<file path="config.mk">
export PLATFORM = sky130hd
export DESIGN_NAME = picm_device_flat
export DESIGN_NICKNAME = d
export VERILOG_FILES = /design/src/rtl/picm_pkg.sv /design/src/rtl/picm_link_if.sv /design/src/rtl/picm_device.sv /design/src/rtl/picm_unit.sv /design/src/flat_wrapper.sv
export SDC_FILE = /design/constraint.sdc
export NUM_CORES = 1
export LEC_CHECK = 0
export BUFFER_PORTS_ARGS = -buffer_cell sky130_fd_sc_hd__clkbuf_2
export CELL_PAD_IN_SITES_DETAIL_PLACEMENT = 0
export CELL_PAD_IN_SITES_GLOBAL_PLACEMENT = 1
export CORE_UTILIZATION = 40
export CTS_BUF_LIST = sky130_fd_sc_hd__clkbuf_4 sky130_fd_sc_hd__clkbuf_8
export DETAILED_ROUTE_END_ITERATION = 12
export PLACE_DENSITY = 0.81
export SYNTH_ARGS = -nofsm -noshare
export SYNTH_HDL_FRONTEND = slang
export SYNTH_HIERARCHICAL = 1
export SYNTH_SLANG_ARGS = --single-unit
</file>
<file path="constraint.sdc">
create_clock -name ref_clk -period 4.6 [get_ports ref_clk]
set_clock_uncertainty 0.15 [all_clocks]
set_input_delay 0.92 -clock ref_clk [delete_from_list [all_inputs] [get_ports ref_clk]]
set_output_delay 0.92 -clock ref_clk [all_outputs]
set_load 0.05 [all_outputs]
</file>
<file path="src/rtl/picm_pkg.sv">
// Constants, types and register maps shared by the two ends of the
// cascaded interrupt controller pair and by the controller setup unit.
// Assumes a single 200 MHz clock and that both ends share this package.
//
// Behaviour
// - Even-port bit-4 write starts three-word setup
// - Setup start clears that controller's mask
// - Primary cascade word is 04h
// - Primary drives identity between acknowledge trailing edges
// - Secondary identity word is 010b, upper zero
// - Secondary answers only on matching identity
// - Mode word always written, bits 7:5,2 zero
// - Mode bit 4 selects special nested priority
// - Mode bit 3 cleared for non-buffered mode
// - Mode bit 1 selects automatic end of service
// - Mode bit 0 written as one
// - Mask bit one masks, zero unmasks line
// - Masked line never sets its pending bit
// - Primary line 2 mask blocks whole secondary
// - Masking a line leaves other lines working
// - Odd-port read returns mask directly
// - Mask writes ignored while a setup is in progress
// - Mask writable any time once set up
`default_nettype none
package picm_pkg;
  localparam logic [7:0] PRI_BASE = 8'h20;
  localparam logic [7:0] PRI_ODD = 8'h21;
  localparam logic [7:0] SEC_BASE = 8'ha0;
  localparam logic [7:0] SEC_ODD = 8'ha1;
  localparam int INIT_BIT = 4;
  localparam int SFNP_BIT = 4;
  localparam int AEOS_BIT = 1;
  localparam int SEL3_BIT = 3;
  localparam logic [2:0] EOI_CODE = 3'h1;
  localparam logic [7:0] MASK_RESET = 8'h00;
  localparam logic [7:0] MODE_RESET = 8'h01;
  localparam logic [7:0] IDENT_RESET = 8'h00;
  localparam logic [4:0] VBASE_RESET = 5'h00;
  localparam logic [7:0] INIT_WORD = 8'h11;
  localparam logic [7:0] PRI_CASCADE_WORD = 8'h04;
  localparam logic [7:0] SEC_ID_WORD = 8'h02;
  localparam logic [7:0] MODE_KEEP = 8'h12;
  localparam logic [7:0] MODE_FORCE = 8'h01;
  localparam int CLK_NS = 5;
  localparam int ACK_LOW_NS = 100;
  localparam int ACK_GAP_NS = 50;
  localparam logic [7:0] ACK_LOW_CYC = 8'((ACK_LOW_NS + CLK_NS - 1) / CLK_NS);
  localparam logic [7:0] ACK_GAP_CYC = 8'((ACK_GAP_NS + CLK_NS - 1) / CLK_NS);
  localparam logic [3:0] HR_ADDR = 4'h0;
  localparam logic [3:0] HR_DATA = 4'h1;
  localparam logic [3:0] HR_CTRL = 4'h2;
  localparam logic [3:0] HR_STAT = 4'h3;
  localparam logic [3:0] HR_RDATA = 4'h4;
  localparam logic [3:0] HR_VEC = 4'h5;
  localparam logic [3:0] HR_PVEC = 4'h6;
  localparam logic [3:0] HR_SVEC = 4'h7;
  localparam logic [3:0] HR_MODE = 4'h8;
  localparam int CTRL_RD = 0;
  localparam int CTRL_ACK = 1;
  localparam int CTRL_INIT = 2;
  typedef enum logic [1:0] {INIT_READY, INIT_VEC, INIT_CAS, INIT_MODE} picm_init_e;
  typedef enum logic {ACK_FIRST, ACK_SECOND} picm_ack_e;
  typedef enum logic [2:0] {H_IDLE, H_RDATA, H_INIT, H_ACK1, H_GAP, H_ACK2} picm_host_e;
endpackage
`default_nettype wire

</file>
<file path="src/rtl/picm_link_if.sv">
// Link between the processor end and the controller pair: I/O port
// access plus the two-pulse interrupt acknowledge.
// Assumes both ends run on the same clock and sample synchronously.
`timescale 1ns/1ps
`default_nettype none
interface picm_link_if;
  logic [7:0] io_addr;
  logic [7:0] io_wdata;
  logic io_wr;
  logic io_rd;
  logic [7:0] io_rdata;
  logic intr;
  logic ack_strobe_n;
  logic ack_valid;
  logic [7:0] ack_vector;
  modport dev (input io_addr, io_wdata, io_wr, io_rd, ack_strobe_n,
               output io_rdata, intr, ack_valid, ack_vector);
  modport host (output io_addr, io_wdata, io_wr, io_rd, ack_strobe_n,
                input io_rdata, intr, ack_valid, ack_vector);
endinterface
`default_nettype wire

</file>
<file path="src/rtl/picm_device.sv">
// Controller pair end: port decode, request and in-service tracking,
// fixed priority, cascade identity broadcast and vector delivery.
// Assumes the acknowledge strobe and request lines are synchronous.
//
// The implementer's own choice: the address-and-strobe port.
`timescale 1ns/1ps
`default_nettype none
module picm_device (
  picm_link_if.dev link,
  input wire logic ref_clk,
  input wire logic reset_n,
  input wire logic [15:0] irq_in,
  output logic [2:0] cascade_code,
  output logic cascade_drive,
  output logic [1:0] init_busy
);
  logic [1:0] ctrl_int;
  logic [1:0] take;
  logic [7:0] mask_of [2];
  logic [7:0] vec_of [2];
  logic [2:0] lvl_of [2];
  logic [2:0] ident_of [2];
  picm_pkg::picm_ack_e phase_reg;
  logic strobe_prev_reg;
  logic trail;
  logic sec_check_reg;
  logic [2:0] cas_code_reg;
  logic cas_drive_reg;
  logic [7:0] vector_reg;
  logic [7:0] rdata_reg;
  logic intr_reg;
  logic [1:0] rd_hit0;
  logic [1:0] rd_hit1;

  //////////////////////////////////////////////////////////////////////
  function automatic logic [1:0] port_hit(input logic [7:0] addr, input logic sec);
    logic [7:0] even;
    logic [7:0] odd;
    even = sec ? picm_pkg::SEC_BASE : picm_pkg::PRI_BASE;
    odd = sec ? picm_pkg::SEC_ODD : picm_pkg::PRI_ODD;
    port_hit = 2'h0;
    if (addr == even) begin
      port_hit = 2'h1;
    end else if (addr == odd) begin
      port_hit = 2'h2;
    end
  endfunction

  function automatic logic [3:0] first_set(input logic [7:0] v);
    first_set = 4'h0;
    for (int i = 7; i >= 0; i--) begin
      if (v[i]) begin
        first_set = {1'b1, 3'(i)};
      end
    end
  endfunction

  function automatic logic [7:0] onehot(input logic [2:0] lvl);
    onehot = 8'h01 << lvl;
  endfunction

  //////////////////////////////////////////////////////////////////////
  genvar c;
  generate
    for (c = 0; c < 2; c++) begin : ctl
      logic [1:0] hit;
      logic init_go;
      logic busy;
      logic eoi;
      logic [7:0] mask;
      logic [7:0] ident;
      logic [7:0] mode;
      logic [4:0] vbase;
      logic [7:0] lines;
      logic [7:0] elig;
      logic [3:0] req;
      logic [3:0] srv;
      logic [7:0] take_bit;
      logic [7:0] done_bit;
      logic [7:0] edge_reg;
      logic [7:0] pend_reg;
      logic [7:0] serv_reg;

      assign hit = port_hit(link.io_addr, c == 1);

      picm_unit u_picm_unit (
        .ref_clk(ref_clk),
        .reset_n(reset_n),
        .wr_even(link.io_wr && hit[0]),
        .wr_odd(link.io_wr && hit[1]),
        .wdata(link.io_wdata),
        .init_go(init_go),
        .init_busy(busy),
        .mask_reg(mask),
        .ident_reg(ident),
        .mode_reg(mode),
        .vbase_reg(vbase)
      );

      // The secondary output enters the primary as line 2, so its mask covers all eight.
      if (c == 0) begin : pri
        assign lines = {irq_in[7:3], ctrl_int[1], irq_in[1:0]};
      end else begin : sec
        assign lines = irq_in[15:8];
      end

      assign elig = pend_reg & ~mask;
      assign req = first_set(elig);
      assign srv = first_set(serv_reg);
      // Special nested mode lets a request of the level in service through again.
      assign ctrl_int[c] = req[3] && (!srv[3] || req[2:0] < srv[2:0] ||
                           (mode[picm_pkg::SFNP_BIT] && req[2:0] == srv[2:0]));
      assign eoi = link.io_wr && hit[0] && !link.io_wdata[picm_pkg::INIT_BIT] &&
                   !link.io_wdata[picm_pkg::SEL3_BIT] && link.io_wdata[7:5] == picm_pkg::EOI_CODE;
      assign take_bit = take[c] ? onehot(req[2:0]) : 8'h00;
      assign done_bit = eoi ? onehot(srv[2:0]) : 8'h00;
      assign mask_of[c] = mask;
      assign vec_of[c] = {vbase, req[2:0]};
      assign lvl_of[c] = req[2:0];
      assign ident_of[c] = ident[2:0];
      assign init_busy[c] = busy;

      // Edge memory is forced high at setup so a line must rise afresh.
      always_ff @(posedge ref_clk or negedge reset_n) begin
        if (!reset_n) begin
          edge_reg <= 8'h00;
        end else if (init_go) begin
          edge_reg <= 8'hff;
        end else begin
          edge_reg <= lines;
        end
      end

      // A new edge wins over a clear in the same cycle.
      always_ff @(posedge ref_clk or negedge reset_n) begin
        if (!reset_n) begin
          pend_reg <= 8'h00;
        end else begin
          pend_reg <= (lines & ~edge_reg & ~mask) | (pend_reg & ~take_bit & ~{8{init_go}});
        end
      end

      always_ff @(posedge ref_clk or negedge reset_n) begin
        if (!reset_n) begin
          serv_reg <= 8'h00;
        end else begin
          serv_reg <= (take_bit & ~{8{mode[picm_pkg::AEOS_BIT]}}) |
                      (serv_reg & ~done_bit & ~{8{init_go}});
        end
      end
    end
  endgenerate

  //////////////////////////////////////////////////////////////////////
  assign trail = !strobe_prev_reg && link.ack_strobe_n;
  assign take[0] = trail && phase_reg == picm_pkg::ACK_FIRST && ctrl_int[0];
  assign take[1] = sec_check_reg && cas_drive_reg && cas_code_reg == ident_of[1] && ctrl_int[1];

  always_ff @(posedge ref_clk or negedge reset_n) begin
    if (!reset_n) begin
      strobe_prev_reg <= 1'b1;
    end else begin
      strobe_prev_reg <= link.ack_strobe_n;
    end
  end

  always_ff @(posedge ref_clk or negedge reset_n) begin
    if (!reset_n) begin
      phase_reg <= picm_pkg::ACK_FIRST;
    end else if (trail) begin
      case (phase_reg)
        picm_pkg::ACK_FIRST: phase_reg <= picm_pkg::ACK_SECOND;
        default: phase_reg <= picm_pkg::ACK_FIRST;
      endcase
    end
  end

  always_ff @(posedge ref_clk or negedge reset_n) begin
    if (!reset_n) begin
      sec_check_reg <= 1'b0;
    end else begin
      sec_check_reg <= trail && phase_reg == picm_pkg::ACK_FIRST;
    end
  end

  // The identity goes out after the first pulse ends and is withdrawn after the second.
  always_ff @(posedge ref_clk or negedge reset_n) begin
    if (!reset_n) begin
      cas_code_reg <= 3'h0;
      cas_drive_reg <= 1'b0;
    end else if (trail && phase_reg == picm_pkg::ACK_FIRST) begin
      cas_code_reg <= lvl_of[0];
      cas_drive_reg <= 1'b1;
    end else if (trail) begin
      cas_drive_reg <= 1'b0;
    end
  end

  // The secondary overwrites the primary's vector one cycle later when it is selected.
  always_ff @(posedge ref_clk or negedge reset_n) begin
    if (!reset_n) begin
      vector_reg <= 8'h00;
    end else if (take[0]) begin
      vector_reg <= vec_of[0];
    end else if (take[1]) begin
      vector_reg <= vec_of[1];
    end
  end

  always_ff @(posedge ref_clk or negedge reset_n) begin
    if (!reset_n) begin
      intr_reg <= 1'b0;
    end else begin
      intr_reg <= ctrl_int[0];
    end
  end

  //////////////////////////////////////////////////////////////////////
  assign rd_hit0 = port_hit(link.io_addr, 1'b0);
  assign rd_hit1 = port_hit(link.io_addr, 1'b1);

  always_ff @(posedge ref_clk or negedge reset_n) begin
    if (!reset_n) begin
      rdata_reg <= 8'h00;
    end else if (link.io_rd && rd_hit0[1]) begin
      rdata_reg <= mask_of[0];
    end else if (link.io_rd && rd_hit1[1]) begin
      rdata_reg <= mask_of[1];
    end else begin
      rdata_reg <= 8'h00;
    end
  end

  assign link.io_rdata = rdata_reg;
  assign link.intr = intr_reg;
  assign link.ack_vector = vector_reg;
  assign link.ack_valid = phase_reg == picm_pkg::ACK_SECOND && !link.ack_strobe_n;
  assign cascade_code = cas_code_reg;
  assign cascade_drive = cas_drive_reg;
endmodule
`default_nettype wire

</file>
<file path="src/rtl/picm_unit.sv">
// Setup sequencer and configuration words of one controller.
// Assumes even and odd port writes are one-cycle strobes, never together.
`timescale 1ns/1ps
`default_nettype none
module picm_unit (
  input wire logic ref_clk,
  input wire logic reset_n,
  input wire logic wr_even,
  input wire logic wr_odd,
  input wire logic [7:0] wdata,
  output logic init_go,
  output logic init_busy,
  output logic [7:0] mask_reg,
  output logic [7:0] ident_reg,
  output logic [7:0] mode_reg,
  output logic [4:0] vbase_reg
);
  picm_pkg::picm_init_e state_reg;
  logic odd_ok;

  assign init_go = wr_even && wdata[picm_pkg::INIT_BIT];
  assign init_busy = state_reg != picm_pkg::INIT_READY;
  assign odd_ok = wr_odd && !init_go;

  //////////////////////////////////////////////////////////////////////
  always_ff @(posedge ref_clk or negedge reset_n) begin
    if (!reset_n) begin
      state_reg <= picm_pkg::INIT_READY;
    end else if (init_go) begin
      state_reg <= picm_pkg::INIT_VEC;
    end else if (wr_odd) begin
      case (state_reg)
        picm_pkg::INIT_VEC: state_reg <= picm_pkg::INIT_CAS;
        picm_pkg::INIT_CAS: state_reg <= picm_pkg::INIT_MODE;
        picm_pkg::INIT_MODE: state_reg <= picm_pkg::INIT_READY;
        default: state_reg <= state_reg;
      endcase
    end
  end

  always_ff @(posedge ref_clk or negedge reset_n) begin
    if (!reset_n) begin
      vbase_reg <= picm_pkg::VBASE_RESET;
    end else if (odd_ok && state_reg == picm_pkg::INIT_VEC) begin
      vbase_reg <= wdata[7:3];
    end
  end

  always_ff @(posedge ref_clk or negedge reset_n) begin
    if (!reset_n) begin
      ident_reg <= picm_pkg::IDENT_RESET;
    end else if (odd_ok && state_reg == picm_pkg::INIT_CAS) begin
      ident_reg <= wdata;
    end
  end

  always_ff @(posedge ref_clk or negedge reset_n) begin
    if (!reset_n) begin
      mode_reg <= picm_pkg::MODE_RESET;
    end else if (odd_ok && state_reg == picm_pkg::INIT_MODE) begin
      mode_reg <= wdata;
    end
  end

  // The mask shares the odd port with setup words, so it only listens once idle.
  always_ff @(posedge ref_clk or negedge reset_n) begin
    if (!reset_n) begin
      mask_reg <= picm_pkg::MASK_RESET;
    end else if (init_go) begin
      mask_reg <= picm_pkg::MASK_RESET;
    end else if (odd_ok && state_reg == picm_pkg::INIT_READY) begin
      mask_reg <= wdata;
    end
  end
endmodule
`default_nettype wire

</file>
<file path="src/flat_wrapper.sv">
// flat-port wrapper written by rule: the top's interface ports become plain ports
module picm_device_flat 
  (ref_clk, reset_n, irq_in, cascade_code, cascade_drive, init_busy, link_io_addr, link_io_wdata, link_io_wr, link_io_rd, link_ack_strobe_n, link_io_rdata, link_intr, link_ack_valid, link_ack_vector);
  picm_link_if link_i ();
  input wire logic ref_clk;
  input wire logic reset_n;
  input wire logic [15:0] irq_in;
  output logic [2:0] cascade_code;
  output logic cascade_drive;
  output logic [1:0] init_busy;
  input wire logic [$bits(link_i.io_addr)-1:0] link_io_addr;
  input wire logic [$bits(link_i.io_wdata)-1:0] link_io_wdata;
  input wire logic [$bits(link_i.io_wr)-1:0] link_io_wr;
  input wire logic [$bits(link_i.io_rd)-1:0] link_io_rd;
  input wire logic [$bits(link_i.ack_strobe_n)-1:0] link_ack_strobe_n;
  output wire logic [$bits(link_i.io_rdata)-1:0] link_io_rdata;
  output wire logic [$bits(link_i.intr)-1:0] link_intr;
  output wire logic [$bits(link_i.ack_valid)-1:0] link_ack_valid;
  output wire logic [$bits(link_i.ack_vector)-1:0] link_ack_vector;
  assign link_i.io_addr = link_io_addr;
  assign link_i.io_wdata = link_io_wdata;
  assign link_i.io_wr = link_io_wr;
  assign link_i.io_rd = link_io_rd;
  assign link_i.ack_strobe_n = link_ack_strobe_n;
  assign link_io_rdata = link_i.io_rdata;
  assign link_intr = link_i.intr;
  assign link_ack_valid = link_i.ack_valid;
  assign link_ack_vector = link_i.ack_vector;
  picm_device u_core (.link(link_i), .ref_clk(ref_clk), .reset_n(reset_n), .irq_in(irq_in), .cascade_code(cascade_code), .cascade_drive(cascade_drive), .init_busy(init_busy));
endmodule
</file>
==> After elaboration in Yosys (flattened, before gate mapping) <==
Cells that the tools add are included.
{ "op_classes": {"magnitude_cmp": 2, "muxes": 59, "shifts": 4, "n_eq_ne": 14, "n_bitwise": 33, "n_reduce_logical": 60} }
{ "ops": {"columns": ["cell", "n"], "rows": [
  ["$and 8x8->8", 16],
  ["$mux 4", 32],
  ["$mux 8", 14],
  ["$not 8->8", 12],
  ["$logic_and 1x1->1", 34],
  ["$or 8x8->8", 4],
  ["$shl 1x3->8 const A", 4],
  ["$eq 8x6->1 const B", 2],
  ["$eq 8x8->1 const B", 2],
  ["$mux 2", 8],
  ["$reduce_bool 2->1", 8],
  ["$pmux 2 s3", 2],
  ["$eq 3x3->1", 3],
  ["$eq 2x2->1 const B", 4],
  ["$logic_not 1->1", 8],
  ["$reduce_bool 4->1", 2],
  ["$lt 3x3->1", 2],
  ["$eq 2x1->1 const B", 2],
  ["$logic_not 2->1", 2],
  ["$logic_or 1x1->1", 4],
  ["$reduce_and 2->1", 2],
  ["$eq 3x1->1 const B", 1],
  ["$mux 1", 3],
  ["$not 1->1", 1]
]} }
{ "word_totals": {"register_bits": 115, "output_inout_bits": 24, "word_cells": 195, "inputBits": 37} }

==> Longest topological paths before layout <==
Gate-level depths: netlist of run 1.
{ "depth": {"word_depth": 20, "depth_mapped": 13, "mapped_depth_nobuf": 12} }

==> By module <==
The synthesis of run 1 kept the hierarchy.
{ "by_module_without_submodules": {"columns": ["mod", "area_each_um2", "cells_each", "n_inst", "seq_area_each_um2"], "rows": [
  ["picm_device", 3769.9, 370, 1, 1803.0],
  ["picm_unit", 1247.4, 87, 2, 777.0]
]} }

==> Worst setup path after synthesis of run 1 <==
OpenSTA, ideal clock, no wires.
{ "synth_path": {"path_kind": "input -> register", "from": "input port link_io_addr[4]", "to": "register u_core.ctl[0].serv_reg[6]", "required_time_ns": 4.320, "path_buffers": 3, "path_stages": 9, "slack_ns": 1.572, "setup_ns": 0.130, "arrival_ns": 2.748, "cell_sequence": "or4b_4 nor2_1 and2_1 buf_6 buf_2 clkinv_1 clkbuf_1 o211ai_1 o21ai_0"} }
{ "synth_via": {"elab_cells_between_ends": 13, "cone_classes": "1 x eq/ne; 2 x mux; 5 x bitwise; 5 x reduce/logical"} }
{ "synth_rtl": {"columns": ["element", "line", "rtl"], "rows": [
  ["from (decl)", "flat_wrapper.sv:11", "input wire logic [$bits(link_i.io_addr)-1:0] link_io_addr;"],
  ["$eq 8x6->1", "picm_device.sv:42", "if (addr == even) begin"],
  ["$mux 2", "picm_device.sv:42", null],
  ["$logic_and 1x1->1", "picm_device.sv:89", ".wr_even(link.io_wr && hit[0]),"],
  ["$logic_and 1x1->1", "picm_unit.sv:21", "assign init_go = wr_even && wdata[picm_pkg::INIT_BIT];"],
  ["via u_core.ctl[0].init_go", "picm_device.sv:67", "logic init_go;"],
  ["$not 8->8", "picm_device.sv:148", "(serv_reg & ~done_bit & ~{8{init_go}});"],
  ["$and 8x8->8", "picm_device.sv:148", null],
  ["$or 8x8->8", "picm_device.sv:147", "serv_reg <= (take_bit & ~{8{mode[picm_pkg::AEOS_BIT]}}) |"],
  ["to (signal assigned)", "picm_device.sv:147", null],
  ["to (decl)", "picm_device.sv:82", "logic [7:0] serv_reg;"]
]} }
The timed path passes the listed nets, and every way through them passes these cells.
A chain may end at the register's enable or synchronous reset.

==> Worst setup path after layout of run 1 <==
{ "layout_path": {"from": "register u_core.ctl[0].u_picm_unit.mask_reg[7]", "to": "register u_core.vector_reg[1], in the netlist u_core/link.ack_vector[1]"} }
{ "layout_via": {"elab_chain_cells": 16, "elab_cells_between_ends": 19, "cone_classes": "1 x order compare; 1 x eq/ne; 9 x mux; 2 x bitwise; 6 x reduce/logical"} }
{ "layout_rtl": {"columns": ["element", "line", "rtl"], "rows": [
  ["from (decl)", "picm_unit.sv:13", "output logic [7:0] mask_reg,"],
  ["from (signal assigned)", "picm_unit.sv:68", "mask_reg <= picm_pkg::MASK_RESET;"],
  ["from (signal assigned)", "picm_unit.sv:70", "mask_reg <= picm_pkg::MASK_RESET;"],
  ["from (signal assigned)", "picm_unit.sv:72", "mask_reg <= wdata;"],
  ["$not 8->8 *", "picm_device.sv:107", "assign elig = pend_reg & ~mask;"],
  ["$and 8x8->8 *", "picm_device.sv:107", null],
  ["$mux 4 * (8 in series)", "picm_device.sv:52", "if (v[i]) begin"],
  ["via u_core.ctl[0].req[1]", "picm_device.sv:76", "logic [3:0] req;"],
  ["$lt 3x3->1 / $eq 3x3->1 (equally long branches)", "picm_device.sv:111, picm_device.sv:112", null],
  ["$logic_or 1x1->1 / $logic_and 1x1->1 (equally long branches)", "picm_device.sv:111, picm_device.sv:112", null],
  ["$logic_or 1x1->1", "picm_device.sv:111", "assign ctrl_int[c] = req[3] && (!srv[3] || req[2:0] < srv[2:0] ||"],
  ["$logic_and 1x1->1", "picm_device.sv:111", null],
  ["$logic_and 1x1->1", "picm_device.sv:156", "assign take[0] = trail && phase_reg == picm_pkg::ACK_FIRST && ctrl_int[0];"],
  ["$mux 8 / $reduce_bool 2->1 (equally long branches)", null, null],
  ["to (signal assigned)", "picm_device.sv:204", "vector_reg <= vec_of[0];"],
  ["to (signal assigned)", "picm_device.sv:206", "vector_reg <= vec_of[1];"],
  ["to (decl)", "picm_device.sv:29", "logic [7:0] vector_reg;"]
]} }
The timed path passes the listed nets; every way through them passes the cells marked *.

==> results.py, run 1 <==
metrics = {
    "drt": {
        "m1WireLength_um": 5950,
        "wirelength_um": 12400,
        "via_count": 3961,
        "drt-initial-drc-count": 322,
        "first_pass_iters": 5,
        "drtAntennaViolNets": 0,
        "highest_layer": "met4",
        "viasPerCell": 5.42,
        "wl_per_cell_um": 17.0,
        "wl_met2_um": 5730,
        "met3WireLength_um": 484,
        "drc_errors": 0,
    },
    "cts": {
        "cts_sinks": 109,
        "clock_latency_ns": 0.38,
        "cts-buffers-inserted": 9,
        "cts_tree": "built",
        "cts_buffer_depth": 2,
        "h-tree-depth": 3,
        "cts_setup_buffers": 0,
        "cts_resized": 0,
        "postCtsHoldBufs": 0,
        "clk_pin_slew_ns": 0.10,
        "cts_root_buf": "clkbuf_8",
    },
    "die": {
        "core_area_um2": 12800,
        "io_pins": 61,
        "rows": 41,
        "die-area_um2": 13800,
        "start_util": 0.416,
        "dieWidth_um": 118,
        "fp.dieH_um": 118,
    },
    "worst_setup_path": {
        "timing_worst_setup_path_type": "reg2reg",
        "crit_chain": "and2b_1 > nor2_1 > nor3_2 > o211ai_4 > inv_2 > ha_1 > nor2b_1 > o21a_1 > o21a_2 > nor3_2 > nand2_1 > o21ai_1",
        "crit_top_cell": "nor3_2",
        "crit_buf_inv": 1,
        "critical_path_arrival_ns": 3.62,
        "crit_path_end_kind": "register",
        "cpLargestDelayFamily": "simple AND/OR/NAND/NOR gates",
        "cpPeakStageDelay_ns": 0.77,
        "crit_slowest_cell": "nor3_2",
        "cp_max_fo": 12,
        "startpoint_type": "register",
        "required_ns": 4.76,
    },
    "placement": {
        "place.gp.congestion": 0.864,
        "dp.final_hpwl_um": 9250,
        "port_buffers": 59,
        "post_dp_cell_area_um2": 5800,
    },
    "global_routing": {
        "grt_pass1_vias": 4030,
        "antenna_found_initial": 0,
        "grt-ovfl-total": 0,
        "grt_max_degree": 51,
        "grt_usage": 0.192,
        "grt_pass1_wl_um": 21000,
    },
    "timing": {
        "setup_viol": 0,
        "slew_headroom": 0.358,
        "period_needed_ns": 3.46,
        "tns_ns": 0,
        "fmax_ghz": 0.289,
        "hold_viol": 0,
        "fin_crit_sh": 0.753,
        "rsz0062_at_grt": "false",
        "tightest_slew_ns": 0.957,
        "finalMaxSlewViolations": 0,
    },
    "synthesis": {
        "syn_area_um2": 5340,
        "syn-num-nets": 534,
        "synth_warnings": 6,
        "synthCells": 491,
        "synth_area_per_cell_um2": 10.9,
    },
    "finish": {
        "drive_gt1_frac": 0.256,
        "final_cell_area_um2": 6010,
        "syn2layout_area_growth_pct": 12.6,
        "layout.nets": 597,
        "n_fill_cell": 1232,
        "antenna_cells": 0,
    },
    "run_status": {
        "outcome": "complete, no violations",
    },
    "power_and_ir_drop": {
        "ir_worst_vdd_mv": 0.165,
        "power.total_mw": 1.96,
        "power.leakage_nw": 2.70,
        "power_density_nw_per_um2": 326,
    },
    "run": {
        "max_cap_violations": 0,
    },
    "min_path": {
        "min_path_type": "reg2reg",
    },
}
## final timing paths
path | startpoint | endpoint | slack (ns) | cells after the start
setup / recovery | u_core/ctl[0].u_picm_unit/mask_reg[7] | u_core/link.ack_vector[1] | 1.14 | 12
min in group asynchronous | reset_n | u_core/ctl[1].u_picm_unit/ident_reg[2] | 0.32 | 1
setup reg to reg | u_core/ctl[0].u_picm_unit/mask_reg[7] | u_core/link.ack_vector[1] | 1.14 | 12
hold reg to reg | u_core/ctl[0].edge_reg[7] | u_core/ctl[0].pend_reg[7] | 0.27 | 1
hold / removal | u_core/ctl[0].edge_reg[7] | u_core/ctl[0].pend_reg[7] | 0.27 | 1
max in group asynchronous | reset_n | u_core/ctl[0].u_picm_unit/mask_reg[1] | 2.99 | 2
## stage by stage
| step | worst slack [ns] | hold slack, ns | util | std cells |
|---|---|---|---|---|
| floorplan | 1.63 | 0.249 | - | 491 |
| global route | 0.914 | 0.286 | 0.469 | 731 |
| CTS | 1.12 | 0.278 | 0.469 | 731 |
| detailed placement | 1.17 | 0.265 | 0.453 | 715 |
| finish | 1.14 | 0.272 | 0.469 | 731 |
| global placement | 1.17 | 0.256 | 0.453 | 715 |
## layout by cell type (no fill, tap or decap), types with 7 or more instances in the layout
cell and instances:
a21oi_1 7, a22o_1 8, buf_4 8, clkbuf_2 58, clkbuf_8 11, dfrtp_1 108, inv_1 18, mux2_2 13
mux2i_1 24, nand2_1 40, nand2b_1 25, nand3_1 10, nand4_1 7, nor2_1 45, nor2b_1 10, o211ai_1 10
o21ai_0 15, o21ai_1 9, o311ai_0 9, o31ai_1 7, or2_2 14
## layout make-up
cell class | instances | area, um^2 | area share
Clock buffer | 13 | 166 | 0.0277
Clock inverter | 3 | 43.8 | 0.00728
Inverter | 22 | 82.6 | 0.0137
Multi-Input combinational cell | 346 | 2430 | 0.404
Sequential cell | 109 | 2730 | 0.454
Tap cell | 172 | 215 | 0.0358
Timing Repair Buffer | 66 | 350 | 0.0582
## power breakdown
part	switching [mW]	internal, mW
Clock	0.312	0.294
Sequential	0.0401	1.01
Combinational	0.215	0.0865
Total	0.567	1.39
## per-layer routing
| metal | GRT usage | vias to the layer above |
|---|---|---|
| met5 | 0 | - |
| met4 | 0.0793 | 0 |
| met3 | 0.0262 | 17 |
| met2 | 0.293 | 114 |
| met1 | 0.275 | 1950 |
| li1 | - | 1880 |
No activity file was read; power rests on OpenSTA's default activity.
==> inputs of run 2 (changes only) <==
PLACE_DENSITY = 0.83   (was 0.81)
clock period = 3.05 ns   (was 4.6 ns; I/O delays follow)
==> run 2 against run 1 <==
Compared with the run above: fmax up 22%; hold slack got worse by 0.17 ns; register-to-register slack worse by 0.93 ns; routed wire length rose by 3.6%; critical endpoint is now u_core/ctl[0].pend_reg[2]; non-clock buffer count grew 25; count of clock-buffer cells in the layout shrank 4; largest cell class unchanged; combinational power increased by 61%; sequential power up 50%; global-route usage rose by 0.70 points; via count grew 0.53%; clock power is 40% higher.
==> results.py, run 2 (synthesized netlist as in run 1, its figures left out) <==
metrics = {
    "run_status": {
        "outcome": "complete, no violations",
    },
    "drt": {
        "drt-initial-drc-count": 236,
        "m1WireLength_um": 6280,
        "wirelength_um": 12900,
        "wl_met2_um": 5960,
        "drtAntennaViolNets": 0,
        "drc_errors": 0,
        "met3WireLength_um": 424,
        "viasPerCell": 5.27,
        "first_pass_iters": 4,
        "highest_layer": "met4",
        "via_count": 3982,
        "wl_per_cell_um": 17.0,
    },
    "timing": {
        "tns_ns": 0,
        "period_needed_ns": 2.85,
        "finalMaxSlewViolations": 0,
        "tightest_slew_ns": 0.665,
        "hold_viol": 0,
        "fin_crit_sh": 0.933,
        "slew_headroom": 0.557,
        "fmax_ghz": 0.351,
        "setup_viol": 0,
        "rsz0062_at_grt": "false",
    },
    "die": {
        "io_pins": 61,
        "fp.dieH_um": 118,
        "rows": 41,
        "core_area_um2": 12800,
        "dieWidth_um": 118,
        "start_util": 0.416,
        "die-area_um2": 13800,
    },
    "placement": {
        "port_buffers": 59,
        "dp.final_hpwl_um": 9710,
        "place.gp.congestion": 0.856,
    },
    "worst_setup_path": {
        "startpoint_type": "register",
        "crit_path_end_kind": "register",
        "required_ns": 3.18,
        "timing_worst_setup_path_type": "reg2reg",
        "critical_path_arrival_ns": 2.98,
        "cp_max_fo": 5,
    },
    "min_path": {
        "min_path_type": "in2async",
    },
    "global_routing": {
        "grt_usage": 0.199,
        "grt_pass1_wl_um": 21400,
        "grt_pass1_vias": 4066,
        "antenna_found_initial": 0,
        "grt-ovfl-total": 0,
        "grt_max_degree": 52,
    },
    "cts": {
        "cts_sinks": 109,
        "cts_resized": 0,
        "clk_pin_slew_ns": 0.11,
        "cts_root_buf": "clkbuf_8",
        "h-tree-depth": 3,
        "cts-buffers-inserted": 9,
        "cts_tree": "built",
        "postCtsHoldBufs": 0,
        "cts_setup_buffers": 0,
        "cts_buffer_depth": 2,
        "clock_latency_ns": 0.39,
    },
    "finish": {
        "drive_gt1_frac": 0.295,
        "final_common_cell": "dfrtp_1",
        "layout.nets": 622,
        "antenna_cells": 0,
        "fin_util": 0.486,
        "multiInputGateArea_um2": 2460,
        "n_fill_cell": 1219,
        "syn2layout_area_growth_pct": 16.8,
        "final_cell_mix": "dfrtp_1 (108), clkbuf_2 (58), nor2_1 (45)",
        "regArea_um2": 2730,
    },
    "power_and_ir_drop": {
        "power.leakage_nw": 2.83,
        "ir_worst_vdd_mv": 0.303,
        "power_density_nw_per_um2": 467,
    },
    "run": {
        "max_cap_violations": 0,
    },
}
==> run 2: layer usage <==
metal | global-route usage | vias to the layer above
li1 | - | 1933
met1 | 0.279 | 1956
met2 | 0.312 | 80
met3 | 0.0329 | 13
met4 | 0.0697 | 0
met5 | 0 | -
==> run 2: final cells by class <==
type,count,share of cell area
clock inverter,7,0.0100
clock buffer,9,0.0199
timing repair buffer,91,0.0903
inverter,22,0.0132
sequential,109,0.438
multi-input combinational,346,0.395
tap,172,0.0345
==> run 2: final timing paths <==
check	start	end	slack, ns	cells past startpoint
min reg2reg	u_core/ctl[1].edge_reg[4]	u_core/ctl[1].pend_reg[4]	0.28	1
max in group asynchronous	reset_n	u_core/ctl[1].edge_reg[3]	1.92	2
min	reset_n	u_core/ctl[0].serv_reg[3]	0.1	1
max reg2reg	u_core/ctl[0].u_picm_unit/mask_reg[4]	u_core/ctl[0].pend_reg[2]	0.20	11
min in group ref_clk	link_ack_strobe_n	u_core/strobe_prev_reg	0.17	1
max	u_core/ctl[0].u_picm_unit/mask_reg[4]	u_core/ctl[0].pend_reg[2]	0.20	11
==> run 2: power by group <==
group | switching, mW | leakage, nW | internal (mW)
Clock | 0.530 | 0.0984 | 0.318
Sequential | 0.0531 | 1.33 | 1.52
Combinational | 0.337 | 1.40 | 0.148
Total | 0.920 | 2.83 | 1.99
==> run 2: through the flow <==
| step | instance area (um^2) | total power [mW] | hold slack, ns | std cells | worst slack [ns] |
|---|---|---|---|---|---|
| floorplan | 5340 | 1.91 | 0.164 | 491 | 0.346 |
| detailed placement | 6020 | 2.09 | 0.267 | 740 | 0.0787 |
| CTS | 6200 | 2.94 | 0.0998 | 756 | 0.0757 |
| global placement | 6020 | 2.08 | 0.257 | 740 | 0.140 |
| finish | 6240 | 2.91 | 0.0981 | 756 | 0.205 |
| global route | 6240 | 3.05 | 0.138 | 756 | 0.0111 |
==> run 2: critical path, stage by stage, from the launching register on <==
cell and delay, ns:
dfrtp_1 0.41, nor2b_1 0.33, nor3_2 0.11, o211ai_4 0.19, inv_2 0.10, ha_1 0.31
nor2b_1 0.13, o21a_1 0.17, o21a_2 0.24, nor3_4 0.22, nand3_1 0.12, a32o_1 0.26
